$ cat config.mk
export PLATFORM = sky130hd
export DESIGN_NAME = acb_unit
export DESIGN_NICKNAME = d
export VERILOG_FILES = /design/src/rtl/acb_pkg.sv /design/src/rtl/acb_unit.sv
export SDC_FILE = /design/constraint.sdc
export NUM_CORES = 1
export LEC_CHECK = 0
export ABC_AREA = 1
export BUFFER_PORTS_ARGS = -buffer_cell sky130_fd_sc_hd__buf_2
export CAP_MARGIN = 20
export CORE_ASPECT_RATIO = 1.4
export CORE_MARGIN = 5
export CORE_UTILIZATION = 50
export DETAILED_ROUTE_END_ITERATION = 10
export PLACE_DENSITY_LB_ADDON = 0.12
export SLEW_MARGIN = 15
export SYNTH_ARGS = -nofsm -noshare
export SYNTH_HDL_FRONTEND = slang
export SYNTH_SLANG_ARGS = --single-unit
$ cat constraint.sdc
create_clock -name hclk -period 12.7 [get_ports hclk]
set_clock_uncertainty 0.2 [all_clocks]
set_input_delay 2.54 -clock hclk [delete_from_list [all_inputs] [get_ports hclk]]
set_output_delay 2.54 -clock hclk [all_outputs]
set_load 0.1 [all_outputs]
$ cat src/rtl/acb_pkg.sv
`default_nettype none

package acb_pkg;

  // ------------------------------------------------------------
  // Register map (byte addresses, one word each)
  // ------------------------------------------------------------
  localparam logic [7:0] ACB_ACC_ADDR = 8'h00;     // Accumulator, read/write
  localparam logic [7:0] ACB_OPND_LO_ADDR = 8'h04; // First operand word
  localparam logic [7:0] ACB_OPND_HI_ADDR = 8'h08; // Second operand word
  localparam logic [7:0] ACB_CMD_ADDR = 8'h0C;     // Operation code, write runs it
  localparam logic [7:0] ACB_FLAGS_ADDR = 8'h10;   // Status flags, read only
  localparam int ACB_ADDR_W = 8;                   // Decoded address bits

  // ------------------------------------------------------------
  // Widths and reset values
  // ------------------------------------------------------------
  localparam int ACB_DATA_W = 32;
  localparam int ACB_HALF_W = 16;
  localparam int ACB_DIGIT_W = 4;
  localparam int ACB_DIGITS = 8;
  localparam int ACB_HALF_DIGITS = 4;
  localparam logic [31:0] ACB_WORD_RST = 32'h0000_0000;
  localparam logic [15:0] ACB_HALF_ZERO = 16'h0000;
  localparam logic [4:0] ACB_DIGIT_MAX = 5'h09;    // Largest decimal digit
  localparam logic [4:0] ACB_DIGIT_ADJ = 5'h06;    // Decimal carry correction
  localparam logic [1:0] ACB_HTRANS_NONSEQ = 2'h2;
  localparam logic [1:0] ACB_HRESP_OKAY = 2'h0;

  // ------------------------------------------------------------
  // Operation codes, one-hot
  // ------------------------------------------------------------
  typedef enum logic [5:0] {
    ACB_OP_XOR16 = 6'b000001, // single exclusive-or
    ACB_OP_XOR32 = 6'b000010, // double_exclusive_or_op
    ACB_OP_CMP16 = 6'b000100, // single_compare_op
    ACB_OP_CMP32 = 6'b001000, // double_compare_op
    ACB_OP_ADD16 = 6'b010000, // single BCD add
    ACB_OP_ADD32 = 6'b100000  // double_bcd_add_op
  } acb_op_t;
  localparam int ACB_OP_W = 6;

  // Discrete status flags, register bit order from bit 7 downward
  typedef struct packed {
    logic invalid_bcd_flag;     // Bit 7
    logic negative_result_flag; // Bit 6
    logic carry32_flag;         // Bit 5
    logic carry16_flag;         // Bit 4
    logic zero_result_flag;     // Bit 3
    logic greater_than_flag;    // Bit 2
    logic equal_flag;           // Bit 1
    logic less_than_flag;       // Bit 0
  } acb_flags_t;
  localparam int ACB_FLAGS_W = 8;
  localparam acb_flags_t ACB_FLAGS_RST = 8'h00;

endpackage

`default_nettype wire

$ cat src/rtl/acb_unit.sv
// Behaviour
// (RULE_01) Single xor: low half with one word
// (RULE_02) Xor of either width updates zero flag
// (RULE_03) Double xor: full accumulator, pair or immediate; the code has no immediate and always uses the operand pair
// (RULE_04) Double logical sets negative from top bit
// (RULE_05) Flags hold until next affecting operation
// (RULE_06) Single compare: low half, flags only
// (RULE_07) Compare sets exactly one of less/equal/greater
// (RULE_08) Double compare: full accumulator vs operand
// (RULE_09) Single BCD add stores sum in accumulator
// (RULE_10) Double BCD add over full accumulator
// (RULE_11) Single add carry sets carry16 flag
// (RULE_12) Double add carry sets carry32 flag
// (RULE_13) Non-decimal nibble sets invalid BCD flag
// (RULE_14) BCD add updates zero flag
// (RULE_15) BCD add updates negative flag
// (RULE_16) Unlisted flags stay unchanged
// (RULE_17) Compare leaves accumulator unchanged
// (RULE_18) One digit per nibble, low digit lowest
//
// The implementer's own choices: the placing of the registers and the AHB-Lite register port.
`timescale 1ns/1ps
`default_nettype none

module acb_unit (
  input wire logic hclk,
  input wire logic hresetn,
  input wire logic hsel,
  input wire logic [31:0] haddr,
  input wire logic [1:0] htrans,
  input wire logic hwrite,
  input wire logic [2:0] hsize,
  input wire logic [31:0] hwdata,
  input wire logic hready,
  output logic [31:0] hrdata,
  output logic hreadyout,
  output logic [1:0] hresp,
  output acb_pkg::acb_flags_t flags
);

  // ------------------------------------------------------------
  // Decimal helpers
  // ------------------------------------------------------------
  // Packed BCD add, returns {carry out of digit 3, carry out of digit 7, sum}
  function automatic logic [33:0] bcd_add(input logic [31:0] a, input logic [31:0] b);
    logic [4:0] s;
    logic c;
    logic c4;
    logic [31:0] r;
    c = 1'b0;
    c4 = 1'b0;
    r = acb_pkg::ACB_WORD_RST;
    for (int i = 0; i < acb_pkg::ACB_DIGITS; i++) begin // RULE_18
      s = {1'b0, a[i*acb_pkg::ACB_DIGIT_W +: acb_pkg::ACB_DIGIT_W]}
        + {1'b0, b[i*acb_pkg::ACB_DIGIT_W +: acb_pkg::ACB_DIGIT_W]} + {4'h0, c};
      if (s > acb_pkg::ACB_DIGIT_MAX) begin
        s = s + acb_pkg::ACB_DIGIT_ADJ;
        c = 1'b1;
      end else begin
        c = 1'b0;
      end
      r[i*acb_pkg::ACB_DIGIT_W +: acb_pkg::ACB_DIGIT_W] = s[3:0];
      if (i == acb_pkg::ACB_HALF_DIGITS - 1) begin
        c4 = c;
      end
    end
    return {c4, c, r};
  endfunction

  // True when any nibble of the value is not a decimal digit
  function automatic logic bcd_bad(input logic [31:0] v);
    logic bad;
    bad = 1'b0;
    for (int i = 0; i < acb_pkg::ACB_DIGITS; i++) begin
      if ({1'b0, v[i*acb_pkg::ACB_DIGIT_W +: acb_pkg::ACB_DIGIT_W]} > acb_pkg::ACB_DIGIT_MAX) begin
        bad = 1'b1;
      end
    end
    return bad;
  endfunction

  // ------------------------------------------------------------
  // Bus slave state
  // ------------------------------------------------------------
  logic dp_valid_q;                       // Data phase pending
  logic dp_write_q;                       // Pending phase is a write
  logic [7:0] dp_addr_q;                  // Pending phase address
  logic [31:0] hrdata_q;                  // Read data for the data phase
  logic hreadyout_q;                      // Always ready, zero wait
  logic [31:0] acc_q;                     // Accumulator
  logic [31:0] acc_d;
  logic [31:0] opnd_q;                    // Operand word pair
  logic [31:0] opnd_d;
  logic [5:0] last_op_q;                  // Last code written
  acb_pkg::acb_flags_t flags_q;
  acb_pkg::acb_flags_t flags_d;

  // Address phase accepted this cycle
  wire logic ap_take = hsel && hready && (htrans == acb_pkg::ACB_HTRANS_NONSEQ);
  wire logic [7:0] ap_addr = haddr[acb_pkg::ACB_ADDR_W-1:0];

  // Write strobes during the data phase
  wire logic wr_dp = dp_valid_q && dp_write_q;
  wire logic wr_acc = wr_dp && (dp_addr_q == acb_pkg::ACB_ACC_ADDR);
  wire logic wr_lo = wr_dp && (dp_addr_q == acb_pkg::ACB_OPND_LO_ADDR);
  wire logic wr_hi = wr_dp && (dp_addr_q == acb_pkg::ACB_OPND_HI_ADDR);
  wire logic wr_cmd = wr_dp && (dp_addr_q == acb_pkg::ACB_CMD_ADDR);
  wire logic [5:0] cmd_code = hwdata[acb_pkg::ACB_OP_W-1:0];

  // Read mux on the address phase, unmapped reads return zero
  wire logic [31:0] rd_mux =
    (ap_addr == acb_pkg::ACB_ACC_ADDR) ? acc_q :
    (ap_addr == acb_pkg::ACB_OPND_LO_ADDR) ? {acb_pkg::ACB_HALF_ZERO, opnd_q[15:0]} :
    (ap_addr == acb_pkg::ACB_OPND_HI_ADDR) ? {acb_pkg::ACB_HALF_ZERO, opnd_q[31:16]} :
    (ap_addr == acb_pkg::ACB_CMD_ADDR) ? {26'h000_0000, last_op_q} :
    (ap_addr == acb_pkg::ACB_FLAGS_ADDR) ? {24'h00_0000, flags_q} :
    acb_pkg::ACB_WORD_RST;

  // ------------------------------------------------------------
  // Datapath
  // ------------------------------------------------------------
  wire logic [15:0] acc_lo = acc_q[15:0];
  wire logic [15:0] opnd_lo = opnd_q[15:0];
  wire logic [31:0] xor16 = {acb_pkg::ACB_HALF_ZERO, acc_lo ^ opnd_lo}; // RULE_01
  wire logic [31:0] xor32 = acc_q ^ opnd_q; // RULE_03
  wire logic [33:0] add16 = bcd_add({acb_pkg::ACB_HALF_ZERO, acc_lo},
                                    {acb_pkg::ACB_HALF_ZERO, opnd_lo}); // RULE_09
  wire logic [33:0] add32 = bcd_add(acc_q, opnd_q); // RULE_10
  wire logic bad16 = bcd_bad({acb_pkg::ACB_HALF_ZERO, acc_lo})
                   || bcd_bad({acb_pkg::ACB_HALF_ZERO, opnd_lo});
  wire logic bad32 = bcd_bad(acc_q) || bcd_bad(opnd_q);
  // Single add keeps the upper half clear; its decimal carry only reaches the flag
  wire logic [31:0] sum16 = {acb_pkg::ACB_HALF_ZERO, add16[15:0]}; // RULE_09
  // Flags that compares must leave alone
  wire logic [4:0] keep_flags = {flags_q.invalid_bcd_flag, flags_q.negative_result_flag,
    flags_q.carry32_flag, flags_q.carry16_flag, flags_q.zero_result_flag};

  // Next accumulator and flags; unlisted flags keep their value
  always_comb begin
    acc_d = acc_q;
    flags_d = flags_q; // RULE_16 RULE_05
    if (wr_acc) begin
      acc_d = hwdata;
    end
    if (wr_cmd) begin
      case (cmd_code)
        acb_pkg::ACB_OP_XOR16: begin
          acc_d = xor16;
          flags_d.zero_result_flag = (xor16 == acb_pkg::ACB_WORD_RST); // RULE_02
        end
        acb_pkg::ACB_OP_XOR32: begin
          acc_d = xor32;
          flags_d.zero_result_flag = (xor32 == acb_pkg::ACB_WORD_RST); // RULE_02
          flags_d.negative_result_flag = xor32[acb_pkg::ACB_DATA_W-1]; // RULE_04
        end
        acb_pkg::ACB_OP_CMP16: begin // RULE_06 RULE_17
          flags_d.less_than_flag = (acc_lo < opnd_lo); // RULE_07
          flags_d.equal_flag = (acc_lo == opnd_lo);
          flags_d.greater_than_flag = (acc_lo > opnd_lo);
        end
        acb_pkg::ACB_OP_CMP32: begin // RULE_08 RULE_17
          flags_d.less_than_flag = (acc_q < opnd_q); // RULE_07
          flags_d.equal_flag = (acc_q == opnd_q);
          flags_d.greater_than_flag = (acc_q > opnd_q);
        end
        acb_pkg::ACB_OP_ADD16: begin
          acc_d = sum16;
          flags_d.carry16_flag = add16[33]; // RULE_11
          flags_d.invalid_bcd_flag = bad16; // RULE_13
          flags_d.zero_result_flag = (sum16 == acb_pkg::ACB_WORD_RST); // RULE_14
          flags_d.negative_result_flag = sum16[acb_pkg::ACB_DATA_W-1]; // RULE_15
        end
        acb_pkg::ACB_OP_ADD32: begin
          acc_d = add32[31:0];
          flags_d.carry32_flag = add32[32]; // RULE_12
          flags_d.invalid_bcd_flag = bad32; // RULE_13
          flags_d.zero_result_flag = (add32[31:0] == acb_pkg::ACB_WORD_RST); // RULE_14
          flags_d.negative_result_flag = add32[acb_pkg::ACB_DATA_W-1]; // RULE_15
        end
        default: begin
          acc_d = acc_q;
        end
      endcase
    end
  end

  // Operand words, first word in the low half
  always_comb begin
    opnd_d = opnd_q;
    if (wr_lo) begin
      opnd_d[15:0] = hwdata[15:0];
    end
    if (wr_hi) begin
      opnd_d[31:16] = hwdata[15:0];
    end
  end

  // ------------------------------------------------------------
  // Registers
  // ------------------------------------------------------------
  // Bus phase tracking and read data
  always_ff @(posedge hclk or negedge hresetn) begin
    if (!hresetn) begin
      dp_valid_q <= 1'b0;
      dp_write_q <= 1'b0;
      dp_addr_q <= 8'h00;
      hrdata_q <= acb_pkg::ACB_WORD_RST;
      hreadyout_q <= 1'b1;
    end else begin
      dp_valid_q <= ap_take;
      dp_write_q <= hwrite;
      dp_addr_q <= ap_addr;
      hrdata_q <= (ap_take && !hwrite) ? rd_mux : acb_pkg::ACB_WORD_RST;
      hreadyout_q <= 1'b1;
    end
  end

  // Architectural state
  always_ff @(posedge hclk or negedge hresetn) begin
    if (!hresetn) begin
      acc_q <= acb_pkg::ACB_WORD_RST;
      opnd_q <= acb_pkg::ACB_WORD_RST;
      last_op_q <= 6'h00;
      flags_q <= acb_pkg::ACB_FLAGS_RST;
    end else begin
      acc_q <= acc_d;
      opnd_q <= opnd_d;
      last_op_q <= wr_cmd ? cmd_code : last_op_q;
      flags_q <= flags_d;
    end
  end

  // Outputs straight from flip-flops; hresp tied to OKAY
  assign hrdata = hrdata_q;
  assign hreadyout = hreadyout_q;
  assign hresp = acb_pkg::ACB_HRESP_OKAY;
  assign flags = flags_q;
endmodule

`default_nettype wire

==> results.yml <==
yosys:
  yosysUniqueCellTypes: 51
  synth-warning-count: 0
  ys_seq_area_share_pct: 35.45
  synthesis.area_per_instance_um2: 7.489
  netlist_instances: 1131
  proportion_of_register_bits_with_asynchronous_set_or_reset_after_synthesis_pct: 100.0
  synth-edff-count: 0
  postSynthRegisterBits: 120
  post_synth_instance_area_um2: 8471
  postSynth.topFlopCell: "sky130_fd_sc_hd__dfrtp_1"
power_and_ir_drop:
  power-per-cell-area_nw_per_um2: 101.8
  peak_supply_drop_v: 0.00009373
  totalPowerFinal_mw: 1.011
  leakagePower_nw: 5.515
global_routing:
  grt_max_degree: 62
  first_global_vias: 8188
  grt_first_pass_wirelength_um: 42120
  gr-total-overflow: 0
  grt_util_all_layers_pct: 27.58
  number_of_antenna_violations_at_the_first_check_in_global_routing: 0
setup_path:
  critical_path_buf_inv_count: 21
  cp_data_required_time_ns: 12.86
  worst_ep_arrival_time_ns: 12.24
  critPathSlowestCell: "sky130_fd_sc_hd__fa_1"
  reg2regPathDepth: 74
  slowest_delay_ns: 0.54
  sort_of_element_at_the_end_of_the_critical_path: "flip-flop"
  critical_path_cell_count: 74
  cpMostUsedCell: "sky130_fd_sc_hd__inv_1"
  delay_heaviest_family_cp: "adder cells"
  setup.worst_path.class: "flip-flop to flip-flop"
  timing.critical_path.fanout_max: 4
  crit_path_start_kind: "flip-flop"
clocking:
  hold_fix_buffer_count_after_cts: 0
  clock_sinks: 120
  tritoncts.num_buffers: 17
  cts.root.buffer_cell: "sky130_fd_sc_hd__clkbuf_16"
  cts_max_level: 4
  tritoncts: "built"
  clock_pin_slew_on_the_worst_setup_and_hold_paths_ns: 0.06
  clk-insertion-delay-late_ns: 0.43
  number_of_buffers_on_the_longest_clock_path: 2
place:
  detailedPlacementHpwl_um: 19640
  io_buffers: 86
  minimum_setup_slack_after_placement_ns: 0.01322
  place_congestion: 0.9652
  dpl_cell_area_um2: 9105
drt:
  routed-via-count: 8252
  postRouteAntennaNets: 0
  route.detailed.vias_per_inst: 5.683
  detailedRoute.firstIterationViolations: 735
  detail_route.drc_violations: 0
  wirelength_um: 26700
  detailedRoute.firstPassIterationCount: 5
  wire_per_inst_um: 18.39
timing:
  report.final.hold_viol_count: 0
  finalWorstPathRequiredPeriod_ns: 12.07
  slew_violations: 0
  fmaxAchievable_ghz: 0.08282
  minimum_setup_slack_in_the_final_design_ns: 0.6252
  whs_ns: 0.2830
  final_min_period_over_clock_period_pct: 95.08
  report.final.setup_viol: 0
  timing_worst_slew_pin_value_ns: 1.094
  slew_headroom_pct: 26.89
floorplan:
  core_area_um2: 16750
  die_width_um: 120.0
  die-area_um2: 19680
  die_height_um: 164.0
  initial_util_pct: 50.58
  rows: 56
  ioPinCount: 117
cells_and_area:
  multi_input_comb_area_um2: 4732
  stdcell_area_um2: 9926
  ratio_of_cells_with_drive_above_1_in_the_final_layout_pct: 18.17
  fillCellCount: 1577
  syn2layout_area_growth_pct: 17.18
  antennaDiodeCount: 0
  final_nets: 1390
  register_area_um2: 3003
hold_path:
  hold_path.class: "flip-flop to flip-flop"
  min_path_cells: 2
outcome:
  run_status: "completed"
run:
  cap_violations: 0
cell type report:
class | count | share of cell area (%)
repair buffers | 117 | 6.782
clock inverters | 11 | 1.235
inverters | 181 | 6.857
multi-input cells | 799 | 47.67
clock buffers | 21 | 4.639
flip-flops and latches | 120 | 30.25
well taps | 203 | 2.559
cells in the final DEF (no fill, tap or decap), types with 3 or more instances in the layout:
cell,instances
sky130_fd_sc_hd__a22oi_1,12
sky130_fd_sc_hd__dfrtp_1,120
sky130_fd_sc_hd__ha_2,3
sky130_fd_sc_hd__xor2_2,3
sky130_fd_sc_hd__nor3_1,22
sky130_fd_sc_hd__or2_2,4
sky130_fd_sc_hd__fa_2,8
sky130_fd_sc_hd__nand3_1,51
sky130_fd_sc_hd__a21oi_2,3
sky130_fd_sc_hd__buf_2,85
sky130_fd_sc_hd__o21ai_0,116
sky130_fd_sc_hd__nor2_2,7
sky130_fd_sc_hd__o21ai_1,27
sky130_fd_sc_hd__o22ai_1,25
sky130_fd_sc_hd__clkbuf_16,17
sky130_fd_sc_hd__clkinvlp_4,4
sky130_fd_sc_hd__nor2_4,3
sky130_fd_sc_hd__buf_4,31
sky130_fd_sc_hd__inv_2,23
sky130_fd_sc_hd__inv_1,157
sky130_fd_sc_hd__o211ai_1,10
sky130_fd_sc_hd__nand4_1,11
sky130_fd_sc_hd__a31oi_1,7
sky130_fd_sc_hd__nor2_1,67
sky130_fd_sc_hd__fa_1,7
sky130_fd_sc_hd__ha_1,62
sky130_fd_sc_hd__nand2_2,9
sky130_fd_sc_hd__conb_1,3
sky130_fd_sc_hd__nand2_1,224
sky130_fd_sc_hd__clkinv_2,4
sky130_fd_sc_hd__a21oi_1,74
sky130_fd_sc_hd__nand3_2,11
metal layers:
metal | track usage (%) | up-vias | routed length, um
met4 | 14.02 | 0 | 1336
met2 | 48.43 | 282 | 13710
met5 | 0 | - | 0
met1 | 32.46 | 3942 | 10450
li1 | - | 3939 | -
met3 | 4.513 | 89 | 1209
report_power, final:
group	internal, mW	switching (mW)
logic	0.0433	0.0840
clock network	0.299	0.185
registers	0.390	0.00979
total	0.732	0.279
kinds of logic (layout without fill, tap and decap cells):
group | after synthesis | count (layout) | share of synthesized area (%)
buf+inv | 213 | 330 | 10.12
fa+ha+maj | 80 | 80 | 13.15
flops | 120 | 120 | 35.45
xor+xnor | 5 | 5 | 0.5170
compound gates | 287 | 287 | 18.63
simple gates | 423 | 423 | 21.92
mux | 1 | 1 | 0.1329
other cells | 2 | 3 | 0.08866
state kept, by name, summed over array words and instances, names as in the netlist:
name and count:
acc_q 32, dp_addr_q 8, dp_valid_q 1, dp_write_q 1, flags 8, hrdata 32, last_op_q 6, opnd_q 32
final timing paths:
check	from	to	slack, ns
worst max-delay path	acc_q[0]$_DFFE_PN0P_	flags[3]$_DFFE_PN0P_	0.63
worst min-delay path	opnd_q[24]$_DFFE_PN0P_	opnd_q[24]$_DFFE_PN0P_	0.28
worst max register to register	acc_q[0]$_DFFE_PN0P_	flags[3]$_DFFE_PN0P_	0.63
worst min register to register	opnd_q[24]$_DFFE_PN0P_	opnd_q[24]$_DFFE_PN0P_	0.28
max in group asynchronous	hresetn	hrdata[25]$_DFF_PN0_	9.02
min in group asynchronous	hresetn	hrdata[3]$_DFF_PN0_	1.99
per-stage QoR:
| stage | std cells | utilization (%) | setup TNS, ns |
|---|---|---|---|
| after floorplan | 1132 | - | 0 |
| after global placement | 1405 | 54.37 | 0 |
| after detailed placement | 1405 | 54.37 | 0 |
| after CTS | 1437 | 57.88 | 0 |
| after global routing | 1452 | 59.27 | -0.2516 |
| final | 1452 | 59.27 | 0 |
repair_timing:
action	CTS	global route
buffers inserted	0	14
setup endpoints to repair	2	6
pin swaps	0	14
gates resized for setup	2	41
worst reg2reg max path, delay by kind of cell, from the launching register on:
family                     cells  cell delay (ns)
DFF                            1             0.38
and+or+nand+nor               33             3.49
buffers and inverters         21             1.50
AOI/OAI and AO/OA              2             0.24
adders and majority gates     18             6.19
cells in the mapped netlist (18+ instances only):
| cell type | count | share of area, % |
|---|---|---|
| sky130_fd_sc_hd__clkbuf_1 | 18 | 0.80 |
| sky130_fd_sc_hd__ha_1 | 65 | 9.6 |
| sky130_fd_sc_hd__nand3_1 | 58 | 3.4 |
| sky130_fd_sc_hd__a21oi_1 | 76 | 4.5 |
| sky130_fd_sc_hd__inv_1 | 167 | 7.4 |
| sky130_fd_sc_hd__o22ai_1 | 25 | 1.8 |
| sky130_fd_sc_hd__o21ai_1 | 27 | 1.6 |
| sky130_fd_sc_hd__nor3_1 | 22 | 1.3 |
| sky130_fd_sc_hd__dfrtp_1 | 120 | 35 |
| sky130_fd_sc_hd__nand2_1 | 231 | 10 |
| sky130_fd_sc_hd__o21ai_0 | 116 | 6.9 |
| sky130_fd_sc_hd__nor2_1 | 68 | 3.0 |
(Power assumes the default switching activity.)
